$ cat src/rtl/srf_consts.vh
`ifndef SRF_CONSTS_VH
`define SRF_CONSTS_VH

// Register word byte addresses
`define SRF_ADR_CTRL   8'h00
`define SRF_ADR_ERREN  8'h04
`define SRF_ADR_STAT   8'h08
`define SRF_ADR_DATA   8'h0C
`define SRF_ADR_DMADAT 8'h10

// Control register fields
`define SRF_C_RIE    0
`define SRF_C_IDLE_INT_ENABLE   1
`define SRF_C_DMARX  2
`define SRF_C_STBY   3
`define SRF_C_WAKEAM 4
`define SRF_C_MODE9  5
`define SRF_C_EN     6
`define SRF_C_RXEN   7

// Error enable fields
`define SRF_E_OR 0
`define SRF_E_NF 1
`define SRF_E_FE 2
`define SRF_E_PE 3

// Status fields
`define SRF_S_PE   0
`define SRF_S_FE   1
`define SRF_S_NF   2
`define SRF_S_OR   3
`define SRF_S_IDLE 4
`define SRF_S_RF   5
`define SRF_S_BK   6
`define SRF_S_RP   7

`define SRF_CTRL_RST 8'h00
`define SRF_IDLE_BITS8 4'hA
`define SRF_IDLE_BITS9 4'hB

`endif

$ cat src/rtl/srf_rx_flags.v
// Design decisions made here: the Wishbone register port and the register offsets.
`timescale 1ns/1ps
// Summary of operation
// - idle wake selected: setting standby after idle line may wake at once.
// - receive full flag sets when a completed character enters data register.
// - full flag gives CPU interrupt, or DMA request when DMA receive enabled.
// - idle flag sets after 10 or 11 ones; idle enable gates its interrupt, not the flag.
// - DMA receive enable suppresses full and idle CPU interrupts; error interrupt still asserts.
// - overrun keeps old character, drops new one, sets overrun flag.
// - noise in any bit sets noise flag; its enable gates error interrupt.
// - zero in stop bit sets framing flag; enable gates error interrupt.
// - parity failure sets parity flag; enable gates error interrupt.
// - with DMA service, DMA data read clears only receive full flag.
// - with DMA service, data read alone clears receive full flag.
// - without DMA service, status read then data read clears full flag.
// - error flags clear by status read arming, then data read.
// - after a read, later characters still load; overrun stays set.
// - wait mode: keeps running, interrupts wake, DMA continues.
// - stop mode: clock stopped, registers kept, in-flight character invalid.
// - break with clear disallowed: flag clears frozen, armed clear completes after.
// - break with clear allowed: clears work and stay cleared.
// - module enabled forces transmit pin output, receive pin input.
// - framing flag sets in the same cycle as receive full flag.
// - address mark wakes standby and sets full flag; standby masks rx irq and DMA request, not error irq.
`include "srf_consts.vh"

module srf_rx_flags (
  // Clock and reset
  input wire clk_i,
  input wire rst_i,
  // Wishbone slave
  input wire wb_cyc_i,
  input wire wb_stb_i,
  input wire wb_we_i,
  input wire [7:0] wb_adr_i,
  input wire [3:0] wb_sel_i,
  input wire [31:0] wb_dat_i,
  output reg [31:0] wb_dat_o,
  output reg wb_ack_o,
  // Receiver character events
  input wire rx_done_i,
  input wire [8:0] rx_char_i,
  input wire rx_noise_i,
  input wire rx_stop_zero_i,
  input wire rx_parity_bad_i,
  input wire rx_break_i,
  input wire rx_active_i,
  input wire rx_one_bit_i,
  input wire rx_zero_bit_i,
  // System state
  input wire brk_state_i,
  input wire brk_clear_allow_i,
  input wire stop_mode_i,
  // Port pins
  input wire port_dir_tx_i,
  input wire port_dir_rx_i,
  input wire port_tx_i,
  input wire tx_ser_i,
  output wire tx_pin_o,
  output wire tx_pin_oe_o,
  output wire rx_pin_oe_o,
  // Requests
  output wire rx_irq_o,
  output wire err_irq_o,
  output wire dma_req_o,
  output wire rx_valid_o
);


  // ----------------------------------------------------------------
  // State and next values
  // ----------------------------------------------------------------
  // Control and enables
  reg [7:0] ctrl_q;
  reg [7:0] ctrl_d;
  reg [3:0] erren_q;
  reg [3:0] erren_d;

  // Received data and flags
  reg [8:0] data_q;
  reg [8:0] data_d;
  reg rf_q;
  reg rf_d;
  reg idle_q;
  reg idle_d;
  reg or_q;
  reg or_d;
  reg nf_q;
  reg nf_d;
  reg fe_q;
  reg fe_d;
  reg pe_q;
  reg pe_d;
  reg bk_q;
  reg bk_d;
  reg armed_q;
  reg armed_d;

  // Idle tracking and stop flush
  reg [3:0] ones_q;
  reg [3:0] ones_d;
  reg idle_seen_q;
  reg idle_seen_d;
  reg flush_q;
  reg flush_d;

  // Bus answer
  reg ack_d;
  reg [31:0] rdat_d;

  // ----------------------------------------------------------------
  // Helper functions
  // ----------------------------------------------------------------
  // Word address match
  function adr_is;
    input [7:0] adr;
    input [7:0] target;
    begin
      adr_is = (adr == target);
    end
  endfunction

  // Sticky flag, set wins over clear
  function flag_next;
    input cur;
    input set;
    input clr;
    begin
      flag_next = set | (cur & ~clr);
    end
  endfunction

  // ----------------------------------------------------------------
  // Bus decode
  // ----------------------------------------------------------------
  wire acc = wb_cyc_i & wb_stb_i & ~wb_ack_o;
  wire rd = acc & ~wb_we_i;
  wire wr = acc & wb_we_i & wb_sel_i[0];
  wire wr_ctrl = wr & adr_is(wb_adr_i, `SRF_ADR_CTRL);
  wire wr_erren = wr & adr_is(wb_adr_i, `SRF_ADR_ERREN);
  wire rd_stat = rd & adr_is(wb_adr_i, `SRF_ADR_STAT);
  wire rd_cpu_data = rd & adr_is(wb_adr_i, `SRF_ADR_DATA);
  wire rd_dma_data = rd & adr_is(wb_adr_i, `SRF_ADR_DMADAT);
  wire rd_data = rd_cpu_data | rd_dma_data;
  wire dma_svc = ctrl_q[`SRF_C_RIE] & ctrl_q[`SRF_C_DMARX];
  wire stby = ctrl_q[`SRF_C_STBY];
  // clears frozen in break unless break clears allowed
  wire frz = brk_state_i & ~brk_clear_allow_i;

  // ----------------------------------------------------------------
  // Clear qualifiers
  // ----------------------------------------------------------------
  // plain data read
  wire rf_clr_dma = dma_svc & rd_data;
  wire rf_clr_two = ~dma_svc & armed_q & rd_data;
  wire rf_clr = (rf_clr_dma | rf_clr_two) & ~frz;
  // armed clear of errors; DMA read leaves errors under DMA service
  wire err_clr = armed_q & rd_cpu_data & ~frz;
  wire err_clr_dma = armed_q & rd_dma_data & ~dma_svc & ~frz;
  wire e_clr = err_clr | err_clr_dma;

  // ----------------------------------------------------------------
  // Character acceptance
  // ----------------------------------------------------------------
  // character in flight at stop is dropped
  wire char_ok = rx_done_i & ~flush_q & ~stop_mode_i;
  wire mark = ctrl_q[`SRF_C_MODE9] ? rx_char_i[8] : rx_char_i[7];
  wire am_wake = stby & ctrl_q[`SRF_C_WAKEAM] & mark;
  wire accept = char_ok & (~stby | am_wake);
  // overrun when full not yet cleared
  wire ovr = accept & rf_q & ~rf_clr;
  wire load = accept & ~ovr;

  wire [3:0] idle_lim = ctrl_q[`SRF_C_MODE9] ? `SRF_IDLE_BITS9 : `SRF_IDLE_BITS8;
  wire idle_hit = rx_one_bit_i & ~rx_active_i & (ones_q + 4'h1 == idle_lim);
  // immediate wake on idle already seen
  wire idle_wake = stby & ~ctrl_q[`SRF_C_WAKEAM] & (idle_hit | idle_seen_q);

  // ----------------------------------------------------------------
  // Control registers
  // ----------------------------------------------------------------
  always @* begin
    ctrl_d = ctrl_q;
    erren_d = erren_q;
    if (wr_ctrl) begin
      ctrl_d = wb_dat_i[7:0];
    end else if (am_wake && char_ok) begin
      ctrl_d[`SRF_C_STBY] = 1'b0;
    end else if (idle_wake) begin
      ctrl_d[`SRF_C_STBY] = 1'b0;
    end
    if (wr_erren) begin
      erren_d = wb_dat_i[3:0];
    end
  end

  always @(posedge clk_i) begin
    if (rst_i) begin
      ctrl_q <= `SRF_CTRL_RST;
      erren_q <= 4'h0;
    end else begin
      ctrl_q <= ctrl_d;
      erren_q <= erren_d;
    end
  end

  // ----------------------------------------------------------------
  // Idle counter
  // ----------------------------------------------------------------
  always @* begin
    flush_d = stop_mode_i | (flush_q & rx_active_i);
  end

  always @* begin
    ones_d = ones_q;
    idle_seen_d = idle_seen_q;
    if (rx_zero_bit_i || rx_active_i) begin
      ones_d = 4'h0;
      idle_seen_d = 1'b0;
    end else if (idle_hit) begin
      ones_d = 4'h0;
      idle_seen_d = 1'b1;
    end else if (rx_one_bit_i) begin
      ones_d = ones_q + 4'h1;
    end
  end

  always @(posedge clk_i) begin
    if (rst_i) begin
      ones_q <= 4'h0;
      idle_seen_q <= 1'b0;
      flush_q <= 1'b0;
    end else begin
      ones_q <= ones_d;
      idle_seen_q <= idle_seen_d;
      flush_q <= flush_d;
    end
  end

  // ----------------------------------------------------------------
  // Status flags and data
  // ----------------------------------------------------------------
  always @* begin
    // arm on status read; armed state survives break
    armed_d = armed_q;
    if (rd_stat && !frz) begin
      armed_d = 1'b1;
    end else if (rf_clr || e_clr) begin
      armed_d = 1'b0;
    end
  end

  always @* begin
    // load; loads after read despite overrun
    data_d = data_q;
    if (load) begin
      data_d = rx_char_i;
    end
    rf_d = flag_next(rf_q, load, rf_clr);
    // waking idle character leaves idle flag alone
    idle_d = flag_next(idle_q, idle_hit & ~stby, e_clr);
    or_d = flag_next(or_q, ovr, e_clr);
    nf_d = flag_next(nf_q, accept & rx_noise_i, e_clr);
    // framing; same cycle as full flag
    fe_d = flag_next(fe_q, load & rx_stop_zero_i, e_clr);
    pe_d = flag_next(pe_q, load & rx_parity_bad_i, e_clr);
    bk_d = flag_next(bk_q, accept & rx_break_i, e_clr);
  end

  always @(posedge clk_i) begin
    if (rst_i) begin
      data_q <= 9'h000;
      armed_q <= 1'b0;
    end else begin
      data_q <= data_d;
      armed_q <= armed_d;
    end
  end

  always @(posedge clk_i) begin
    if (rst_i) begin
      rf_q <= 1'b0;
      idle_q <= 1'b0;
      or_q <= 1'b0;
      nf_q <= 1'b0;
      fe_q <= 1'b0;
      pe_q <= 1'b0;
      bk_q <= 1'b0;
    end else begin
      rf_q <= rf_d;
      idle_q <= idle_d;
      or_q <= or_d;
      nf_q <= nf_d;
      fe_q <= fe_d;
      pe_q <= pe_d;
      bk_q <= bk_d;
    end
  end

  // ----------------------------------------------------------------
  // Status word
  // ----------------------------------------------------------------
  wire [7:0] stat_word;
  assign stat_word[`SRF_S_PE] = pe_q;
  assign stat_word[`SRF_S_FE] = fe_q;
  assign stat_word[`SRF_S_NF] = nf_q;
  assign stat_word[`SRF_S_OR] = or_q;
  assign stat_word[`SRF_S_IDLE] = idle_q;
  assign stat_word[`SRF_S_RF] = rf_q;
  assign stat_word[`SRF_S_BK] = bk_q;
  assign stat_word[`SRF_S_RP] = rx_active_i;

  // ----------------------------------------------------------------
  // Bus answer
  // ----------------------------------------------------------------
  always @* begin
    ack_d = acc;
    rdat_d = 32'h00000000;
    if (rd) begin
      case (wb_adr_i)
        `SRF_ADR_CTRL: rdat_d = {24'h000000, ctrl_q};
        `SRF_ADR_ERREN: rdat_d = {28'h0000000, erren_q};
        `SRF_ADR_STAT: rdat_d = {24'h000000, stat_word};
        `SRF_ADR_DATA: rdat_d = {23'h0, data_q};
        `SRF_ADR_DMADAT: rdat_d = {23'h0, data_q};
        default: rdat_d = 32'h00000000;
      endcase
    end
  end

  always @(posedge clk_i) begin
    if (rst_i) begin
      wb_ack_o <= 1'b0;
      wb_dat_o <= 32'h00000000;
    end else begin
      wb_ack_o <= ack_d;
      wb_dat_o <= rdat_d;
    end
  end

  // ----------------------------------------------------------------
  // Requests and pins
  // ----------------------------------------------------------------
  // CPU or DMA routing; DMA masks; standby masks; wake
  wire full_src = rf_q & ctrl_q[`SRF_C_RIE];
  wire idle_src = idle_q & ctrl_q[`SRF_C_IDLE_INT_ENABLE];
  wire cpu_mask = ctrl_q[`SRF_C_DMARX] | stby;
  assign rx_irq_o = ~cpu_mask & (full_src | idle_src);
  assign dma_req_o = dma_svc & rf_q & ~stby;
  wire or_src = or_q & erren_q[`SRF_E_OR];
  wire nf_src = nf_q & erren_q[`SRF_E_NF];
  wire fe_src = fe_q & erren_q[`SRF_E_FE];
  wire pe_src = pe_q & erren_q[`SRF_E_PE];
  assign err_irq_o = or_src | nf_src | fe_src | pe_src;
  assign rx_valid_o = rf_q;
  assign tx_pin_oe_o = ctrl_q[`SRF_C_EN] | port_dir_tx_i;
  assign tx_pin_o = ctrl_q[`SRF_C_EN] ? tx_ser_i : port_tx_i;
  assign rx_pin_oe_o = ~ctrl_q[`SRF_C_EN] & port_dir_rx_i;

endmodule

$ cat config.mk
export PLATFORM = sky130hd
export DESIGN_NAME = srf_rx_flags
export DESIGN_NICKNAME = d
export VERILOG_FILES = /design/src/rtl/srf_rx_flags.v
export VERILOG_INCLUDE_DIRS = /design/src /design/src/rtl
export SDC_FILE = /design/constraint.sdc
export NUM_CORES = 1
export LEC_CHECK = 0
export BUFFER_PORTS_ARGS = -buffer_cell sky130_fd_sc_hd__buf_2
export CAP_MARGIN = 25
export CORE_MARGIN = 5
export CORE_UTILIZATION = 40
export CTS_CLUSTER_SIZE = 40
export DETAILED_ROUTE_END_ITERATION = 16
export PLACE_DENSITY_LB_ADDON = 0.25
export SKIP_LAST_GASP = 1
export SLEW_MARGIN = 20
export SYNTH_ARGS = -nofsm -noshare
export SYNTH_HDL_FRONTEND = slang
export SYNTH_SLANG_ARGS = --single-unit
export TNS_END_PERCENT = 20
$ cat constraint.sdc
create_clock -name clk_i -period 2.79 [get_ports clk_i]
set_input_delay 0.279 -clock clk_i [delete_from_list [all_inputs] [get_ports clk_i]]
set_output_delay 0.279 -clock clk_i [all_outputs]
set_load 0.05 [all_outputs]
==> results of run 1 <==
==> power by group through the flow <==
stage               combinational, mW  clock, mW  sequential, mW
floorplan                       0.169          0           0.683
global placement                0.198          0           0.681
detailed placement              0.201          0           0.682
CTS                             0.202      0.436           0.667
global route                    0.219      0.461           0.669
finish                          0.202      0.427           0.667
==> cells in the mapped netlist (all sizes together), types with 2 or more instances <==
cell type and n:
nor3 4, a211oi 3, a22o 3, o21ai 3, xnor2 2, nor2b 3
a222oi 4, nand3 9, xor2 2, dfxtp 45, mux2i 8, nand2 29
o311ai 9, or3b 2, nor3b 18, nor4 2, nand3b 2, a32o 3
inv 2, or2 2, and3 3, and2 3, a22oi 8, clkbuf 12
nor2 22, a21oi 26, nand4 11, buf 29, nand2b 2
==> worst paths after layout <==
check                    from    endpoint  cells past startpoint
setup reg to reg     wb_ack_o   ctrl_q[5]                      5
setup / recovery  wb_adr_i[7]   ctrl_q[5]                      6
hold reg to reg    erren_q[1]  erren_q[1]                      2
hold / removal     rx_noise_i        nf_q                      2
==> logic make-up after synthesis <==
family	Yosys count	synth area share, %
muxes	9	3.76
and+or+nand+nor	116	26.8
adders and majority gates	1	0.515
DFF	45	37.1
other	1	0.154
buffers and inverters	43	11.5
xor gates and xnor gates	4	1.44
AOI/OAI and AO/OA	64	18.7
==> per-layer routing <==
layer,vias to the layer above,global-route usage (%),part of all wire (%)
met3,7,4.52,8.5
met4,0,3.77,0.97
met2,78,24.8,45
met1,1007,22.9,45
li1,1108,-,-
met5,-,0,0
==> critical path, cell delays in order <==
cell     delay, ns
buf_2         0.10
or4_1         0.67
nor4b_4       0.28
and2_1        0.53
mux2i_1       0.24
nor2_1        0.05
==> sequential cells by signal, summed over array words and instances (netlist names), 4 cells and up <==
name,flops
data_q,9
wb_dat_o,9
ctrl_q,8
erren_q,4
ones_q,4
==> final cells by class <==
cell class	instances	area, um2
tap	75	93.8
multi-input combinational	217	1330
clock buffer	5	68.8
sequential	45	901
timing repair buffer	69	363
fill	606	3130
clock inverter	3	25.0
inverter	2	7.51
==> flow_summary.yaml, run 1 <==
logic_synthesis:
  postSynthAreaPerCell_um2: 8.58
  synthFlopType: "dfxtp_1"
  ys_warn_count: 0
  synthCells: 283
  async_flop_share_pct: 0
  synth_top_cell_area_share_pct: 37.1
  yosysSeqAreaShare_pct: 37.1
  synthTopCellsByArea: "dfxtp_1 37%, buf_4 7.4%, nor3b_1 5.6%, a21oi_1 5.2%, nand2_1 4.5%"
  ys_seq_elements: 45
  yosys.area.top_type: "dfxtp_1"
  ys_types: 50
  synth_area_um2: 2430
  synth_edf_count: 0
timing:
  relSlewSlack_pct: 53.8
  tightest_slew_ns: 0.691
  hold_viol_final: 0
  setup_violations: 0
  rsz0062_at_grt: "false"
  finalCriticalPeriod_ns: 1.97
  hold_slack_ns: 0.164
  finalClockSkew_ns: 0.0173
  fin_crit_sh_pct: 70.7
  max_freq_mhz: 507
  tns_ns: 0
  slew_viol_final: 0
  worst_slack_ns: 0.818
placed_design:
  place_congestion: 0.799
  placed_area_um2: 2700
  pre_cts_slack_ns: 0.494
  dp.final_hpwl_mm: 4.51
  placed_cells: 408
  numPortBuffers: 62
drt:
  viasPerCell: 5.29
  ant_nets: 0
  routedWlPerCell_um: 14.9
  num_vias: 2200
  first_pass_iters: 5
  wirelength_mm: 6.19
  drtIter0Drc: 145
  drc: 0
clock_network:
  clock-sinks: 45
  post_cts_buffers: 0
  htree_levels: 2
  cts_tree: "built"
  clk_latency_ns: 0.32
  clk_pin_slew_ns: 0.10
  cts_hold_buffers: 0
  ctsResizeCount: 0
  cts_root_buffer: "clkbuf_8"
  clockBufferDepth: 2
  cts_made_buffers: 5
grt:
  antenna_found_initial: 0
  grt_pass1_vias: 1990
  grt_overflow: 0
  grt_pass1_wl_mm: 9.88
  grt_max_degree: 30
  grt_usage_pct: 16.3
pwr:
  swShare_pct: 31.3
  p_sw_mw: 0.406
  p_comb_share_pct: 15.6
  p_leak_nw: 1.08
  ir_worst_vdd_mv: 0.181
  p_int_mw: 0.891
  p_seq_share_pct: 51.5
  clkPwrFrac_pct: 32.9
  p_per_area_nw_per_um2: 464
  total_power_mw: 1.30
worst_setup_path:
  end_kind: "flip-flop"
  worst-setup-path-type: "in -> reg"
  startpoint_type: "primary input"
  r2r_slack_ns: 0.92
  crit_required_ns: 2.98
  cp.arrival_ns: 2.16
  cp_max_fo: 9
floorplan:
  rows: 28
  dieWidth_um: 87.9
  die_h_um: 87.9
  design.core.area_um2: 5920
  die_area_um2: 7730
  ioPinCount: 113
  initial_core_util_pct: 41.0
run:
  cap_violations: 0
run_status:
  status: "finished, final reports clean"
final_layout:
  layout_common_cells: "62 x buf_2, 45 x dfxtp_1, 29 x nand2_1, 25 x a21oi_1, 23 x conb_1"
  insertedDiodeCount: 0
  final_cell_area_um2: 2790
  fin_nets: 414
  syn_to_final_growth_pct: 15.1
  final_cells: 416
  utilization_pct: 47.2
  final_common_cell: "buf_2"
  drive_gt1_share_pct: 25.5
min_path:
  hp-class: "in -> reg"
No activity file was read; power rests on OpenSTA's default activity.
==> run 2: changes to the inputs <==
==> constraint.sdc (replaced) <==
create_clock -name clk_i -period 1.7 [get_ports clk_i]
set_input_delay 0.17 -clock clk_i [delete_from_list [all_inputs] [get_ports clk_i]]
set_output_delay 0.17 -clock clk_i [all_outputs]
set_load 0.05 [all_outputs]
==> flow_summary.yaml, run 2 (synthesized netlist as in run 1, its figures left out) <==
pwr:
  p_per_area_nw_per_um2: 694
  ir_worst_vdd_mv: 0.275
  p_leak_nw: 1.24
  total_power_mw: 2.13
drt:
  num_vias: 2395
  routedWlPerCell_um: 14.4
  wirelength_mm: 6.41
  ant_nets: 0
  drc: 0
  drtIter0Drc: 171
  viasPerCell: 5.37
  first_pass_iters: 4
grt:
  grtUsageMet3_pct: 2.82
  antenna_found_initial: 0
  grt_pass1_vias: 2059
  grtUsageMet2_pct: 25.2
  grt_usage_pct: 16.1
  grt_max_degree: 24
  use_met1_pct: 21.8
  grt_overflow: 0
  grt_pass1_wl_mm: 9.85
  grt-busiest-layer: "met2"
run:
  cap_violations: 0
floorplan:
  rows: 28
  initial_core_util_pct: 41.0
  design.core.area_um2: 5920
  die_h_um: 87.9
  die_area_um2: 7730
  ioPinCount: 113
  dieWidth_um: 87.9
clock_network:
  htree_levels: 2
  clk_pin_slew_ns: 0.09
  cts_hold_buffers: 0
  cts_root_buffer: "clkbuf_8"
  cts_tree: "built"
  clockBufferDepth: 2
  clk_latency_ns: 0.30
  clock-sinks: 45
  cts_made_buffers: 5
final_layout:
  layout_common_cells: "64 x buf_2, 44 x dfxtp_1, 32 x buf_4, 29 x nand2_1, 25 x a21oi_1"
  reg.largest.list: "data_q: 9 flops, wb_dat_o: 9 flops, ctrl_q: 8 flops"
  syn_to_final_growth_pct: 26.4
  insertedDiodeCount: 0
  fin_nets: 444
  final_cells: 446
  utilization_pct: 51.8
  final_common_cell: "buf_2"
  drive_gt1_share_pct: 33.7
  nFillCells: 602
timing:
  finalCriticalPeriod_ns: 1.66
  hold_viol_final: 0
  setup_violations: 0
  slew_viol_final: 0
  fin_crit_sh_pct: 97.9
  rsz0062_at_grt: "true"
  max_freq_mhz: 601
  finalClockSkew_ns: 0.00585
  worst_slack_ns: 0.0361
  tns_ns: 0
run_status:
  status: "finished, final reports clean"
min_path:
  hp-start: "rx_break_i"
  min_path_cells: 2
  hp-class: "in -> reg"
worst_setup_path:
  cpPeakStageDelay_ns: 0.39
  crit_family: "simple AND/OR/NAND/NOR gates"
  end_kind: "flip-flop"
  cp_max_fo: 5
  reg2reg_depth: 6
  worst-path-buf-inv: 2
  path_depth: 6
  r2r_slack_ns: 0.04
  startpoint_type: "flip-flop"
  cp-startpoint: "flush_q"
  crit_slowest_cell: "or3b_4"
  cp.arrival_ns: 1.87
  crit_required_ns: 1.90
  timing.rr.start: "flush_q"
  worst-setup-path-type: "reg -> reg"
  crit_chain: "or3b_4 > a211oi_4 > buf_2 > buf_4 > nand4_1 > o311ai_1"
placed_design:
  placed_cells: 429
  dp.final_hpwl_mm: 4.75
  place_congestion: 0.840
  numPortBuffers: 62
  pre_cts_slack_ns: -0.159
==> run 2: final cells by class <==
| cell class | instances | area [um2] | area share [%] |
|---|---|---|---|
| timing repair buffer | 99 | 603 | 19.7 |
| multi-input combinational | 217 | 1380 | 44.8 |
| clock inverter | 3 | 17.5 | 0.571 |
| sequential | 45 | 902 | 29.4 |
| clock buffer | 5 | 68.8 | 2.24 |
| inverter | 2 | 7.51 | 0.245 |
| tap | 75 | 93.8 | 3.06 |
==> run 2: worst paths after layout <==
| check | to |
|---|---|
| min reg2reg | wb_dat_o[6] |
| max reg2reg | data_q[8] |
| max | data_q[8] |
| min | bk_q |
==> run 2: worst register-to-register path, delay by kind of cell (launching register included) <==
family,cells,cell delay (ns)
AO/OA/AOI/OAI,2,0.41
buffers and inverters,2,0.36
flip-flops,1,0.32
AND/OR/NAND/NOR,2,0.47
==> run 2: metrics by stage <==
step / hold WS (ns) / cell area (um2)
after floorplan: 0.287 / 2530
after global placement: 0.384 / 2880
after detailed placement: 0.390 / 2880
after CTS: 0.0833 / 3010
after global routing: 0.0834 / 3070
final: 0.0861 / 3070
==> run 2: power breakdown <==
| group | switching, mW | total (mW) | internal (mW) |
|---|---|---|---|
| registers | 0.0177 | 1.09 | 1.08 |
| clock network | 0.373 | 0.657 | 0.284 |
| logic | 0.256 | 0.380 | 0.123 |
| total | 0.647 | 2.13 | 1.48 |
==> run 2: timing repair <==
item / CTS / global route
gates cloned: 0 / 2
resized for setup: 3 / 11
buffers inserted: 3 / 4
pin swaps: 0 / 4
setup endpoints to repair: 7 / 14
==> run 2: per-layer routing <==
layer	part of all wire (%)	vias to the layer above
met5	0	-
met4	1.3	0
met3	6.9	7
met2	47	89
met1	45	1134
li1	-	1165
==> run 3: changes to the inputs <==
--- a/config.mk
+++ b/config.mk
@@ -9,10 +9,10 @@
 export BUFFER_PORTS_ARGS = -buffer_cell sky130_fd_sc_hd__buf_2
 export CAP_MARGIN = 25
 export CORE_MARGIN = 5
-export CORE_UTILIZATION = 40
+export CORE_UTILIZATION = 42
 export CTS_CLUSTER_SIZE = 40
 export DETAILED_ROUTE_END_ITERATION = 16
-export PLACE_DENSITY_LB_ADDON = 0.25
+export PLACE_DENSITY = 0.76
 export SKIP_LAST_GASP = 1
 export SLEW_MARGIN = 20
 export SYNTH_ARGS = -nofsm -noshare
==> flow_summary.yaml, run 3 (synthesized netlist as in run 1, its figures left out) <==
grt:
  grt_max_degree: 23
  grt_pass1_vias: 2127
  grt_pass1_wl_mm: 10.0
  grt_usage_pct: 16.6
  antenna_found_initial: 0
  grt_overflow: 0
floorplan:
  design.core.area_um2: 5570
  die_area_um2: 7400
  die_h_um: 86.0
  initial_core_util_pct: 43.5
  ioPinCount: 113
  dieWidth_um: 86.0
  rows: 27
placed_design:
  placed_area_um2: 2880
  place_congestion: 0.856
  placed_cells: 426
  dp.final_hpwl_mm: 4.72
  numPortBuffers: 62
final_layout:
  fin_nets: 438
  insertedDiodeCount: 0
  drive_gt1_share_pct: 32.3
  final_cells: 437
  final_common_cell: "buf_2"
  nFillCells: 527
  final_cell_area_um2: 3030
  syn_to_final_growth_pct: 24.9
  reg.largest.list: "data_q: 9 flops, wb_dat_o: 9 flops, ctrl_q: 8 flops"
  layout_common_cells: "63 x buf_2, 45 x dfxtp_1, 29 x nand2_1, 27 x buf_4, 25 x a21oi_1"
min_path:
  min_path_cells: 2
  hp-class: "in -> reg"
  hp-start: "rx_noise_i"
  holdPathEnd: "nf_q"
drt:
  first_pass_iters: 5
  drtIter0Drc: 211
  wirelength_mm: 6.48
  routedWlPerCell_um: 14.8
  drc: 0
  met2_length_mm: 3.04
  num_vias: 2369
  drt-met1-wl_mm: 2.79
  wl_met3_um: 591
  viasPerCell: 5.42
  highest-signal-layer: "met4"
  ant_nets: 0
clock_network:
  cts_root_buffer: "clkbuf_8"
  clk_pin_slew_ns: 0.10
  clock-sinks: 45
  cts_tree: "built"
  cts_hold_buffers: 0
  htree_levels: 2
  cts_made_buffers: 5
  clockBufferDepth: 2
  clk_latency_ns: 0.31
timing:
  setup_violations: 0
  hold_viol_final: 0
  rsz0062_at_grt: "true"
  fin_crit_sh_pct: 99.2
  slew_viol_final: 0
  max_freq_mhz: 593
  finalClockSkew_ns: 0.0163
  finalCriticalPeriod_ns: 1.69
worst_setup_path:
  worst-setup-path-type: "reg -> reg"
  r2r_slack_ns: 0.01
  crit_required_ns: 1.90
  reg2reg_depth: 6
  cp.arrival_ns: 1.89
  crit_slowest_cell: "dfxtp_1"
  end_kind: "flip-flop"
  r2r-end: "ctrl_q[3]"
  cp_max_fo: 4
  timing.rr.start: "ones_q[1]"
  crit_chain: "ha_1 > or2_2 > o21ai_1 > a211oi_1 > a211o_1 > a41o_1"
  startpoint_type: "flip-flop"
  cpPeakStageDelay_ns: 0.34
run_status:
  status: "finished, final reports clean"
pwr:
  p_leak_nw: 1.21
  ir_worst_vdd_mv: 0.401
  total_power_mw: 2.15
  p_per_area_nw_per_um2: 711
run:
  cap_violations: 0
run 3: routing by layer:
layer  track usage (%)  vias up
li1                  -     1153
met1              21.6     1110
met2              27.0      101
met3              4.42        5
met4              4.03        0
met5                 0        -
run 3: repair_timing:
action / in CTS / in global routing
gates cloned: 2 / 0
buffers inserted: 0 / 1
hold endpoints to repair: 0 / 0
gates resized for setup: 6 / 7
setup endpoints to repair: 10 / 14
pin swaps: 1 / 3
run 3: worst max path at each step:
stage / startpoint / end / slack [ns] / cells after the start
floorplan: wb_adr_i[7] / ctrl_q[3] / -0.19 / 7
global placement: wb_adr_i[7] / data_q[0] / -0.13 / 7
detailed placement: wb_adr_i[7] / data_q[7] / -0.17 / 7
CTS: ones_q[1] / ctrl_q[3] / -0.008 / 6
global route: flush_q / data_q[4] / -0.05 / 5
finish: ones_q[1] / ctrl_q[3] / 0.01 / 6
run 3: power breakdown:
part / internal, mW / switching, mW
Clock: 0.297 / 0.394
Combinational: 0.115 / 0.254
Sequential: 1.08 / 0.0193
Total: 1.49 / 0.667
run 3: layout make-up:
cell class / count / area (um2) / area share (%)
Inverter: 2 / 7.51 / 0.248
Tap cell: 72 / 90.1 / 2.97
Multi-Input combinational cell: 217 / 1380 / 45.5
Clock buffer: 5 / 68.8 / 2.27
Timing Repair Buffer: 93 / 561 / 18.5
Clock inverter: 3 / 25.0 / 0.825
Sequential cell: 45 / 901 / 29.7
run 3: critical path: cells and delay by family, from the launching register on:
kind            cells  cell delay, ns
compound gates      4            0.75
fa+ha+maj           1            0.22
flops               1            0.34
simple gates        1            0.28
run 3: through the flow:
stage / setup WS, ns / TNS [ns] / hold slack [ns] / util [%]
2_1_floorplan: -0.188 / -3.23 / 0.287 / -
3_3_place_gp: -0.126 / -2.36 / 0.386 / 51.7
3_5_place_dp: -0.165 / -3.31 / 0.386 / 51.7
4_1_cts: -0.00828 / -0.00828 / 0.0685 / 53.9
5_1_grt: -0.0536 / -0.119 / 0.0709 / 54.4
6_report: 0.0139 / 0 / 0.0724 / 54.4
